--- config.mk ---
export PLATFORM = sky130hd
export DESIGN_NAME = srxr_router
export DESIGN_NICKNAME = d
export VERILOG_FILES = /design/src/logic/srxr_pkg.sv /design/src/logic/srxr_fifo.sv /design/src/logic/srxr_router.sv
export SDC_FILE = /design/constraint.sdc
export NUM_CORES = 1
export LEC_CHECK = 0
export BUFFER_PORTS_ARGS = -buffer_cell sky130_fd_sc_hd__buf_4
export CORE_MARGIN = 10
export CORE_UTILIZATION = 60
export CTS_CLUSTER_SIZE = 24
export DETAILED_ROUTE_END_ITERATION = 16
export PLACE_DENSITY_LB_ADDON = 0.08
export SETUP_SLACK_MARGIN = 0.1
export SYNTH_ARGS = -nofsm -noshare
export SYNTH_HDL_FRONTEND = slang
export SYNTH_SLANG_ARGS = --single-unit
--- constraint.sdc ---
create_clock -name i_clk -period 5.75 [get_ports i_clk]
set_input_delay 1.4375 -clock i_clk [delete_from_list [all_inputs] [get_ports i_clk]]
set_output_delay 1.4375 -clock i_clk [all_outputs]
set_load 0.02 [all_outputs]
--- src/logic/srxr_pkg.sv ---
// constants shared by the receive channel router and its sample fifo
// assumes an 8-bit register port and 32-bit serial slots
package srxr_pkg;
	// register offsets, channels 4 to 6
	localparam logic [7:0] CH4_OFFSET = 8'h2b;
	localparam logic [7:0] CH5_OFFSET = 8'h2c;
	localparam logic [7:0] CH6_OFFSET = 8'h2d;
	// values after reset
	localparam logic [7:0] CH4_RESET  = 8'h03;
	localparam logic [7:0] CH5_RESET  = 8'h04;
	localparam logic [7:0] CH6_RESET  = 8'h05;
	// writable bits; reserved bits are never stored
	localparam logic [7:0] CH4_MASK   = 8'h3f;
	localparam logic [7:0] CH56_MASK  = 8'h7f;
	// field positions
	localparam int CH4_ENABLE_POS = 5;
	localparam int SRC_LSB        = 5;
	localparam int SRC_MSB        = 6;
	localparam int SLOT_MSB       = 4;
	// serial framing and buffering
	localparam int SAMPLE_W       = 32;
	localparam logic [4:0] LAST_BIT = 5'h1f;
	localparam int HALF_SLOTS     = 16;
	localparam int NUM_CH         = 3;
	localparam int FIFO_DEPTH     = 8;
	localparam int FIFO_W         = SAMPLE_W + 2;
	localparam int SYNC_LEN       = 3;

	// normalised source of a channel
	typedef enum logic [1:0] {
		SRC_OFF    = 2'b00,
		SRC_SERIAL = 2'b01,
		SRC_ADC    = 2'b10,
		SRC_ICL    = 2'b11
	} srxr_src_t;
endpackage

--- src/logic/srxr_fifo.sv ---
// small synchronous fifo with valid/ready on both sides
// assumes one clock and a synchronous active-low reset
`timescale 1ns/1ps
module srxr_fifo #(
	parameter int WIDTH = 34,
	parameter int DEPTH = 8
) (
	input  wire logic             i_clk,
	input  wire logic             i_reset_n,
	input  wire logic             i_in_valid,
	output logic                  o_in_ready,
	input  wire logic [WIDTH-1:0] i_in_data,
	output logic                  o_out_valid,
	input  wire logic             i_out_ready,
	output logic [WIDTH-1:0]      o_out_data
);
	localparam int AW = $clog2(DEPTH);

	logic [WIDTH-1:0] mem_reg [DEPTH];
	logic [AW-1:0]    wr_reg;
	logic [AW-1:0]    rd_reg;
	logic [AW:0]      count_reg;
	logic             push;
	logic             pop;

	// handshakes are combinational, data comes straight from the flop array
	assign o_in_ready  = (count_reg != (AW+1)'(DEPTH));
	assign o_out_valid = (count_reg != '0);
	assign push        = i_in_valid && o_in_ready;
	assign pop         = o_out_valid && i_out_ready;
	assign o_out_data  = mem_reg[rd_reg];

	// storage, no reset needed on the data itself
	always_ff @(posedge i_clk) begin
		if (push) begin
			mem_reg[wr_reg] <= i_in_data;
		end
	end

	// pointers wrap because depth is a power of two
	always_ff @(posedge i_clk) begin
		if (!i_reset_n) begin
			wr_reg    <= '0;
			rd_reg    <= '0;
			count_reg <= '0;
		end else begin
			if (push) begin
				wr_reg <= wr_reg + AW'(1);
			end
			if (pop) begin
				rd_reg <= rd_reg + AW'(1);
			end
			count_reg <= count_reg + (AW+1)'(push) - (AW+1)'(pop);
		end
	end
endmodule // srxr_fifo

--- src/logic/srxr_router.sv ---
// receive channel router for serial port channels 4 to 6
// assumes bclk, fsync and din arrive from pins; adc and link samples are on i_clk
// Functional notes
// - bits 7-6 of the channel 4 register read as zero and are ignored.
// - channel 4 bit 5 enables the channel; when set its slot feeds dac channel 4.
// - slot values 0-15 pick tdm slot 0-15, or left slot 0-15 in i2s or lj.
// - slot values 16-31 pick tdm slot 16-31, or right slot value minus 16 in i2s or lj.
// - the slot field sits in bits 4-0 and resets to 3, 4 and 5 for channels 4, 5, 6.
// - channel 5 source bits 6-5 pick off, dac data, adc 1 loopback, or reserved.
// - channel 6 source bits 6-5 reset to 0 and pick off, dac data, adc 2 loopback, link 1.
// - bit 7 of the channel 5 and 6 registers is reserved, read only and zero.
`timescale 1ns/1ps
module srxr_router (
	input  wire logic        i_clk,
	input  wire logic        i_reset_n,
	input  wire logic [7:0]  i_reg_addr,
	input  wire logic [7:0]  i_reg_wdata,
	input  wire logic        i_reg_wr,
	output logic [7:0]       o_reg_rdata,
	input  wire logic        i_fmt_tdm,
	input  wire logic        i_bclk,
	input  wire logic        i_fsync,
	input  wire logic        i_din,
	input  wire logic [31:0] i_adc1_sample,
	input  wire logic [31:0] i_adc2_sample,
	input  wire logic [31:0] i_icl_dev1_sample,
	output logic             o_dac_valid,
	input  wire logic        i_dac_ready,
	output logic [31:0]      o_dac_data,
	output logic [1:0]       o_dac_chan,
	output logic             o_overrun,
	input  wire logic        i_overrun_clr
);
	logic [7:0]  cfg_reg [srxr_pkg::NUM_CH];
	logic [2:0]  bclk_sync_reg;
	logic [2:0]  fs_sync_reg;
	logic [2:0]  din_sync_reg;
	logic        bclk_reg;
	logic        fs_reg;
	logic        din_reg;
	logic        fs_last_reg;
	logic        framed_reg;
	logic        half_reg;
	logic [4:0]  bit_reg;
	logic [4:0]  slot_reg;
	logic [30:0] shift_reg;
	logic [31:0] word_reg [srxr_pkg::NUM_CH];
	logic [2:0]  pend_reg;
	logic        bclk_rise;
	logic        frame_start;
	logic        right_start;
	logic        cap_ev;
	logic [4:0]  key;
	logic [31:0] serial_word;
	logic [2:0]  cap_hit;
	logic [2:0]  pop_sel;
	logic [1:0]  pop_idx;
	logic        fifo_ready;
	logic [33:0] fifo_out;

	// normalise each channel's selection to one source code
	function automatic srxr_pkg::srxr_src_t src_of(input int ch, input logic [7:0] cfg);
		logic [1:0] f;
		f = cfg[srxr_pkg::SRC_MSB:srxr_pkg::SRC_LSB];
		if (ch == 0) begin
			return cfg[srxr_pkg::CH4_ENABLE_POS] ? srxr_pkg::SRC_SERIAL : srxr_pkg::SRC_OFF;
		end
		if (ch == 1 && f == 2'h3) begin
			return srxr_pkg::SRC_OFF; // reserved code treated as off
		end
		return srxr_pkg::srxr_src_t'(f);
	endfunction

	// register port: reserved bits dropped on write, read back as zero
	always_ff @(posedge i_clk) begin
		if (!i_reset_n) begin
			cfg_reg[0] <= srxr_pkg::CH4_RESET;
			cfg_reg[1] <= srxr_pkg::CH5_RESET;
			cfg_reg[2] <= srxr_pkg::CH6_RESET;
		end else if (i_reg_wr) begin
			if (i_reg_addr == srxr_pkg::CH4_OFFSET) begin
				cfg_reg[0] <= i_reg_wdata & srxr_pkg::CH4_MASK;
			end
			if (i_reg_addr == srxr_pkg::CH5_OFFSET) begin
				cfg_reg[1] <= i_reg_wdata & srxr_pkg::CH56_MASK;
			end
			if (i_reg_addr == srxr_pkg::CH6_OFFSET) begin
				cfg_reg[2] <= i_reg_wdata & srxr_pkg::CH56_MASK;
			end
		end
	end

	// read data one cycle after the address; unmapped reads give zero
	always_ff @(posedge i_clk) begin
		if (!i_reset_n) begin
			o_reg_rdata <= 8'h00;
		end else begin
			unique case (i_reg_addr)
				srxr_pkg::CH4_OFFSET: o_reg_rdata <= cfg_reg[0];
				srxr_pkg::CH5_OFFSET: o_reg_rdata <= cfg_reg[1];
				srxr_pkg::CH6_OFFSET: o_reg_rdata <= cfg_reg[2];
				default:              o_reg_rdata <= 8'h00;
			endcase
		end
	end

	// three-stage pin synchronisers; a level counts once stages 2 and 3 agree
	always_ff @(posedge i_clk) begin
		if (!i_reset_n) begin
			bclk_sync_reg <= 3'h0;
			fs_sync_reg   <= 3'h0;
			din_sync_reg  <= 3'h0;
			bclk_reg      <= 1'b0;
			fs_reg        <= 1'b0;
			din_reg       <= 1'b0;
		end else begin
			bclk_sync_reg <= {bclk_sync_reg[1:0], i_bclk};
			fs_sync_reg   <= {fs_sync_reg[1:0], i_fsync};
			din_sync_reg  <= {din_sync_reg[1:0], i_din};
			if (bclk_sync_reg[1] == bclk_sync_reg[2]) begin
				bclk_reg <= bclk_sync_reg[2];
			end
			if (fs_sync_reg[1] == fs_sync_reg[2]) begin
				fs_reg <= fs_sync_reg[2];
			end
			if (din_sync_reg[1] == din_sync_reg[2]) begin
				din_reg <= din_sync_reg[2];
			end
		end
	end

	// a filtered bclk rise samples fsync and data; both are delayed alike
	assign bclk_rise   = (bclk_sync_reg[2] == bclk_sync_reg[1]) && bclk_sync_reg[2] && !bclk_reg;
	assign frame_start = bclk_rise && fs_reg && !fs_last_reg;
	assign right_start = bclk_rise && !i_fmt_tdm && !fs_reg && fs_last_reg;
	assign cap_ev      = bclk_rise && framed_reg && !frame_start && !right_start
		&& (bit_reg == srxr_pkg::LAST_BIT);
	assign serial_word = {shift_reg, din_reg};

	// key compared with each slot field: tdm slot, or half and slot in i2s/lj
	assign key = i_fmt_tdm ? slot_reg : {half_reg, slot_reg[3:0]};

	// bit and slot counters, restarted by each frame or half edge
	always_ff @(posedge i_clk) begin
		if (!i_reset_n) begin
			fs_last_reg <= 1'b0;
			framed_reg  <= 1'b0;
			half_reg    <= 1'b0;
			bit_reg     <= 5'h00;
			slot_reg    <= 5'h00;
			shift_reg   <= 31'h0;
		end else if (bclk_rise) begin
			fs_last_reg <= fs_reg;
			shift_reg   <= serial_word[30:0];
			if (frame_start || right_start) begin
				framed_reg <= 1'b1;
				half_reg   <= right_start;
				bit_reg    <= 5'h01;
				slot_reg   <= 5'h00;
			end else if (bit_reg == srxr_pkg::LAST_BIT) begin
				bit_reg  <= 5'h00;
				slot_reg <= slot_reg + 5'h01; // wraps; slots past 31 alias
			end else begin
				bit_reg <= bit_reg + 5'h01;
			end
		end
	end

	// per channel slot match; disabled channels never hit
	always_comb begin
		cap_hit = 3'h0;
		for (int i = 0; i < srxr_pkg::NUM_CH; i++) begin
			cap_hit[i] = cap_ev && (src_of(i, cfg_reg[i]) != srxr_pkg::SRC_OFF)
				&& (cfg_reg[i][srxr_pkg::SLOT_MSB:0] == key);
		end
	end

	// lowest pending channel goes to the fifo first
	always_comb begin
		pop_sel = 3'h0;
		pop_idx = 2'h0;
		if (pend_reg[0]) begin
			pop_sel = 3'h1;
		end else if (pend_reg[1]) begin
			pop_sel = 3'h2;
			pop_idx = 2'h1;
		end else if (pend_reg[2]) begin
			pop_sel = 3'h4;
			pop_idx = 2'h2;
		end
		pop_sel = pop_sel & {3{fifo_ready}};
	end

	// holding words: a full fifo stalls here; a word lands only in a free holder
	always_ff @(posedge i_clk) begin
		if (!i_reset_n) begin
			pend_reg <= 3'h0;
		end else begin
			pend_reg <= cap_hit | (pend_reg & ~pop_sel);
		end
	end

	// sample source per channel; loopback and link words taken at slot end
	always_ff @(posedge i_clk) begin
		for (int i = 0; i < srxr_pkg::NUM_CH; i++) begin
			if (cap_hit[i] && !(pend_reg[i] && !pop_sel[i])) begin
				unique case (src_of(i, cfg_reg[i]))
					srxr_pkg::SRC_ADC:
						word_reg[i] <= (i == 1) ? i_adc1_sample : i_adc2_sample;
					srxr_pkg::SRC_ICL: word_reg[i] <= i_icl_dev1_sample;
					default:           word_reg[i] <= serial_word;
				endcase
			end
		end
	end

	// sticky overrun; a new loss in the clear cycle keeps it set
	always_ff @(posedge i_clk) begin
		if (!i_reset_n) begin
			o_overrun <= 1'b0;
		end else if (|(cap_hit & pend_reg & ~pop_sel)) begin
			o_overrun <= 1'b1;
		end else if (i_overrun_clr) begin
			o_overrun <= 1'b0;
		end
	end

	srxr_fifo #(
		.WIDTH (srxr_pkg::FIFO_W),
		.DEPTH (srxr_pkg::FIFO_DEPTH)
	) u_fifo (
		.i_clk       (i_clk),
		.i_reset_n   (i_reset_n),
		.i_in_valid  (|pend_reg),
		.o_in_ready  (fifo_ready),
		.i_in_data   ({pop_idx, word_reg[pop_idx]}),
		.o_out_valid (o_dac_valid),
		.i_out_ready (i_dac_ready),
		.o_out_data  (fifo_out)
	);
	assign o_dac_chan = fifo_out[33:32];
	assign o_dac_data = fifo_out[31:0];

	// assertion helpers
	logic first_reg;
	always_ff @(posedge i_clk) begin
		first_reg <= !i_reset_n;
	end
endmodule // srxr_router

==> results_dict.tcl, run 1 <==
set metrics [dict create \
    clock_skew_ns 0.008408 \
    placed_area_um2 21330 \
    synth_compound_area_share_pct 6.355 \
    start_util_pct 60.64 \
    cp-end-kind "primary output" \
    synth_commonest_cells "edfxtp_1 (388), nand2_1 (122), dfxtp_1 (80)" \
    synth_mux_area_share_pct 15.58 \
    nets 1536 \
    hold_viol_final 0 \
    antenna_found_initial 0 \
    highest_layer "met4" \
    chipWidth_um 200.9 \
    fin_area_um2 22720 \
    routedWlPerCell_um 22.41 \
    ios 165 \
    synth-seq-area-share_pct 67.51 \
    synthToLayoutAreaGrowth_pct 15.73 \
    synth_nets 1374 \
    ir_worst_vdd_uv 240.4 \
    cts_resized 0 \
    wl_um 41920 \
    grt_max_degree 73 \
    coreArea_um2 32370 \
    cts.sinks 468 \
    io_buffers 162 \
    seq_power_share_pct 49.0 \
    synth-xor-area-share_pct 0.9816 \
    worstSetupPathType "register to primary output" \
    viasPerCell 5.807 \
    max_freq_mhz 231.9 \
    drv_cap 0 \
    cts_max_level 2 \
    wl_met1_um 18230 \
    wl_met3_um 2494 \
    async_reset_ff_share_pct 0 \
    place_hpwl_um 26170 \
    regToRegSetupSlack_ns 2.40 \
    internal_power_mw 5.909 \
    first_pass_iters 5 \
    clk_pin_slew_worst_paths_ns 0.06 \
    dieArea_um2 40350 \
    setup_viol 0 \
    p_sw_share_pct 23.22 \
    cts_hold_buffers 0 \
    arrival_ns 2.88 \
    critPathMaxFanout 35 \
    multi_input_area_um2 6062 \
    clockRootBuffer "clkbuf_16" \
    overflow 0 \
    yosys.area.top_type "edfxtp_1" \
    largest_register_ffs 272 \
    slew_violations 0 \
    track_usage_pct 20.47 \
    p_leak_nw 7.635 \
    p_total_mw 7.697 \
    met2_length_um 20330 \
    min_path_type "register to register" \
    synth_area_um2 19630 \
    synth_most_common_cell "edfxtp_1" \
    post_cts_buffers 0 \
    synth_cell_types 56 \
    yosysWarnings 0 \
    hold_ws_ns 0.4355 \
    status "complete, no violations" \
    synth_top_family_by_area "multiplexers" \
    grt_pass1_wl_um 64820 \
    synth_simple_gate_area_share_pct 6.591 \
    synth-seq-cells 468 \
    pwr-share-clk_pct 35.9 \
    synth_ff_type "edfxtp_1" \
    rsz0062_at_grt "no" \
    fin_tns_setup_ns 0 \
    numCtsBuffers 46 \
    gp_congestion 0.8240 \
    power.switching_mw 1.787 \
    drtIter0Drc 839 \
    cts_tree "yes" \
    netlist_instances 1237 \
    drive_gt1_share_pct 30.34 \
    finalCritPeriodShare_pct 75.01 \
    drc_errors 0 \
    seq_area_um2 13260 \
    required_ns 4.31 \
    clockBufferDepth 3 \
    fill_cells 2228 \
    pwr_density_cell_nw_per_um2 338.8 \
    synth.avg_cell_area_um2 15.87 \
    cp-start-kind "register" \
    synth_adder_area_share_pct 1.058 \
    die_y_um 200.9 \
    synth_top_area_share_pct 59.35 \
    clk_latency_ns 0.54 \
    synthTopCellsByArea "edfxtp_1 (59%), dfxtp_1 (8.2%), mux4_2 (7.8%)" \
    timing.max_slew.rel_slack_pct 14.90 \
    tightestPinTransition_ns 1.263 \
    combPwrFrac_pct 15.1 \
    period_needed_ns 4.313 \
    rows 66 \
    synth_enable_flop_cells 388 \
    ant_nets 0 \
    grt_pass1_vias 11310 \
    vias 10860 \
]
==> layout by cell type, fill, tap and decap left out, types with 9 or more instances in the layout <==
cell | Yosys | layout
edfxtp_1 | 388 | 388
buf_4 | 1 | 187
nand2_1 | 122 | 122
dfxtp_1 | 80 | 78
mux4_2 | 68 | 68
mux2_2 | 64 | 64
clkbuf_16 | 0 | 46
o21ai_0 | 44 | 43
nor2b_1 | 45 | 42
a21boi_0 | 39 | 39
a21oi_1 | 38 | 37
mux2i_1 | 35 | 35
o2bb2ai_1 | 34 | 34
mux2_4 | 28 | 28
and2_1 | 24 | 24
ha_1 | 15 | 14
inv_1 | 13 | 13
xor2_1 | 13 | 13
nor2_1 | 17 | 11
xnor2_1 | 9 | 9
clkbuf_1 | 53 | 9
==> worst paths after layout <==
| kind | from | end | cells past startpoint |
|---|---|---|---|
| max | register | o_dac_data[18] | 4 |
| min | din_sync_reg[0] | din_sync_reg[1] | 1 |
| max reg2reg | bit_reg[0] | word_reg[2][0] | 9 |
| min reg2reg | din_sync_reg[0] | din_sync_reg[1] | 1 |
==> area by class of cell <==
type / count / area share, %
flip-flops and latches: 468 / 58.36
multi-input cells: 681 / 26.68
repair buffers: 188 / 6.212
clock buffers: 57 / 5.337
well taps: 442 / 2.434
clock inverters: 19 / 0.7325
inverters: 14 / 0.2313
diodes: 1 / 0.01102
==> worst max-delay path, stage by stage, from the launching register on <==
cell,delay [ns]
dfxtp_4,0.81
buf_4,0.45
mux4_2,0.56
mux2_2,0.31
buf_4,0.17
==> power groups by stage <==
stage	clock network (mW)	registers, mW	logic (mW)
2_1_floorplan	0	3.75	0.890
4_1_cts	2.81	3.77	1.18
6_report	2.77	3.77	1.16
3_5_place_dp	0	3.85	1.17
3_3_place_gp	0	3.85	1.17
5_1_grt	2.96	3.79	1.25
==> cells by family after synthesis <==
| kind of cell | Yosys count |
|---|---|
| AND/OR/NAND/NOR | 256 |
| XOR/XNOR | 22 |
| multiplexers | 198 |
| adder cells (fa/ha/maj) | 16 |
| buffers and inverters | 88 |
| AO/OA/AOI/OAI | 188 |
| other | 1 |
| flip-flops | 468 |
==> per-stage QoR <==
step / std cells / worst slack, ns / utilization [%]
global placement: 1792 / 1.789 / 65.89
global route: 1869 / 1.247 / 70.17
finish: 1870 / 1.437 / 70.18
detailed placement: 1792 / 1.784 / 65.89
floorplan: 1237 / 1.676 / -
CTS: 1868 / 1.348 / 70.15
==> routing by layer <==
layer / up-vias / global-route usage, %
met2: 333 / 33.81
met4: 0 / 5.356
met1: 5406 / 27.75
met3: 63 / 3.421
li1: 5057 / -
met5: - / 0
Note: power is estimated with default switching activity, not from simulation.
==> run 2, diff against run 1 <==
--- a/config.mk
+++ b/config.mk
@@ -7,7 +7,7 @@
 export LEC_CHECK = 0
 export BUFFER_PORTS_ARGS = -buffer_cell sky130_fd_sc_hd__buf_4
 export CORE_MARGIN = 10
-export CORE_UTILIZATION = 60
+export CORE_UTILIZATION = 54
 export CTS_CLUSTER_SIZE = 24
 export DETAILED_ROUTE_END_ITERATION = 16
 export PLACE_DENSITY_LB_ADDON = 0.08
==> constraint.sdc (replaced) <==
create_clock -name i_clk -period 3.7 [get_ports i_clk]
set_input_delay 0.925 -clock i_clk [delete_from_list [all_inputs] [get_ports i_clk]]
set_output_delay 0.925 -clock i_clk [all_outputs]
set_load 0.02 [all_outputs]
==> run 2 against run 1 <==
Against the previous run:
- first-iteration DRC count fell by 9.1%
- worst setup slack worse by 1.2 ns
- sequential share of layout area shrank 1.1 points
- power rose by 61%
- design area increased by 2.0%
- clock skew rose by 0.0046 ns
- critical path depth stayed put
- clock-buffer cell count up 3
- register-to-register slack worse by 1.6 ns
==> results_dict.tcl, run 2 (same netlist as run 1, synthesis figures left out) <==
set metrics [dict create \
    post_cts_buffers 0 \
    drv_cap 0 \
    timing.max_slew.rel_slack_pct 20.92 \
    cp-start-kind "register" \
    slew_violations 0 \
    met2_usage_pct 31.99 \
    max_freq_mhz 289.2 \
    final_common_cell "edfxtp_1" \
    viasPerCell 5.728 \
    tightestPinTransition_ns 1.174 \
    required_ns 2.77 \
    min_path_type "register to register" \
    grt_max_degree 69 \
    clockRootBuffer "clkbuf_16" \
    clk_pin_slew_worst_paths_ns 0.06 \
    setup_viol 0 \
    cts_hold_buffers 0 \
    track_usage_pct 19.41 \
    status "complete, no violations" \
    layout_common_cells "edfxtp_1 (388), buf_4 (192), nand2_1 (122), dfxtp_1 (77), mux4_2 (68)" \
    drc_errors 0 \
    clock_skew_ns 0.01306 \
    rr_worst_depth 9 \
    coreArea_um2 35740 \
    use_met1_pct 26.22 \
    dieArea_um2 44380 \
    cts_tree "yes" \
    ant_nets 0 \
    placed_area_um2 21640 \
    pwr_density_cell_nw_per_um2 534.7 \
    io_buffers 162 \
    clk_latency_ns 0.54 \
    numCtsBuffers 46 \
    worstSetupPathType "register to primary output" \
    drive_gt1_share_pct 31.08 \
    synthToLayoutAreaGrowth_pct 18.03 \
    post-route-util_pct 64.82 \
    cp-end-kind "primary output" \
    rsz0062_at_grt "no" \
    nets 1550 \
    fin_tns_setup_ns 0 \
    fin_area_um2 23170 \
    routedWlPerCell_um 22.49 \
    critPathMaxFanout 27 \
    hold_viol_final 0 \
    p_leak_nw 7.791 \
    antenna_found_initial 0 \
    largest_register_ffs 272 \
    cts_resized 0 \
    clockBufferDepth 3 \
    grt_pass1_wl_um 66680 \
    chipWidth_um 210.7 \
    grt_pass1_vias 11490 \
    overflow 0 \
    grt.met3_usage_pct 3.620 \
    n_antenna_cell 0 \
    arrival_ns 2.53 \
    ir_worst_vdd_uv 334.0 \
    period_needed_ns 3.458 \
    grt.busiest_layer "met2" \
    hold_ws_ns 0.4309 \
    place_hpwl_um 26830 \
    die_y_um 210.7 \
    cts.sinks 468 \
    worstHoldPathCells 1 \
    drtIter0Drc 763 \
    ios 165 \
    finalCritPeriodShare_pct 93.45 \
    fill_cells 2589 \
    wl_um 42930 \
    gp_congestion 0.8018 \
    first_pass_iters 5 \
    vias 10930 \
    rows 69 \
    cts_max_level 2 \
    start_util_pct 54.92 \
]
run 2: area by class of cell:
type | instances | area [um2] | area share [%]
timing repair buffer | 202 | 1642 | 7.085
inverter | 14 | 52.55 | 0.2268
tap | 461 | 576.8 | 2.490
clock inverter | 23 | 264.0 | 1.139
clock buffer | 60 | 1266 | 5.465
multi-input combinational | 681 | 6108 | 26.36
sequential | 468 | 13260 | 57.23
run 2: path summary, 6_finish.rpt:
kind,from,end,slack (ns)
setup / recovery,register,o_dac_data[21],0.24
hold / removal,din_sync_reg[0],din_sync_reg[1],0.43
setup reg to reg,bit_reg[0],word_reg[2][0],0.77
hold reg to reg,din_sync_reg[0],din_sync_reg[1],0.43
run 2: metrics by stage:
stage | setup slack [ns] | power (mW) | instances
after floorplan | 0.1381 | 7.206 | 1237
after global placement | 0.4612 | 7.851 | 1826
after detailed placement | 0.4574 | 7.866 | 1826
after CTS | 0.1767 | 12.53 | 1909
after global routing | 0.1014 | 12.89 | 1909
final | 0.2424 | 12.39 | 1909
run 2: worst max-delay path, stage by stage (launching register included):
cell and delay (ns):
dfxtp_4 0.61, buf_12 0.31, mux4_2 0.56, mux2_2 0.32
buf_4 0.17
run 2: metal layers:
| metal | vias up | wire length [um] |
|---|---|---|
| met1 | 5510 | 19010 |
| met3 | 47 | 2098 |
| met2 | 286 | 21100 |
| li1 | 5091 | - |
| met4 | 0 | 728 |
| met5 | - | 0 |
run 2: power breakdown:
| part | internal, mW | switching (mW) | leakage, nW |
|---|---|---|---|
| logic | 1.07 | 0.851 | 2.90 |
| registers | 5.69 | 0.0979 | 4.15 |
| clock network | 2.82 | 1.85 | 0.745 |
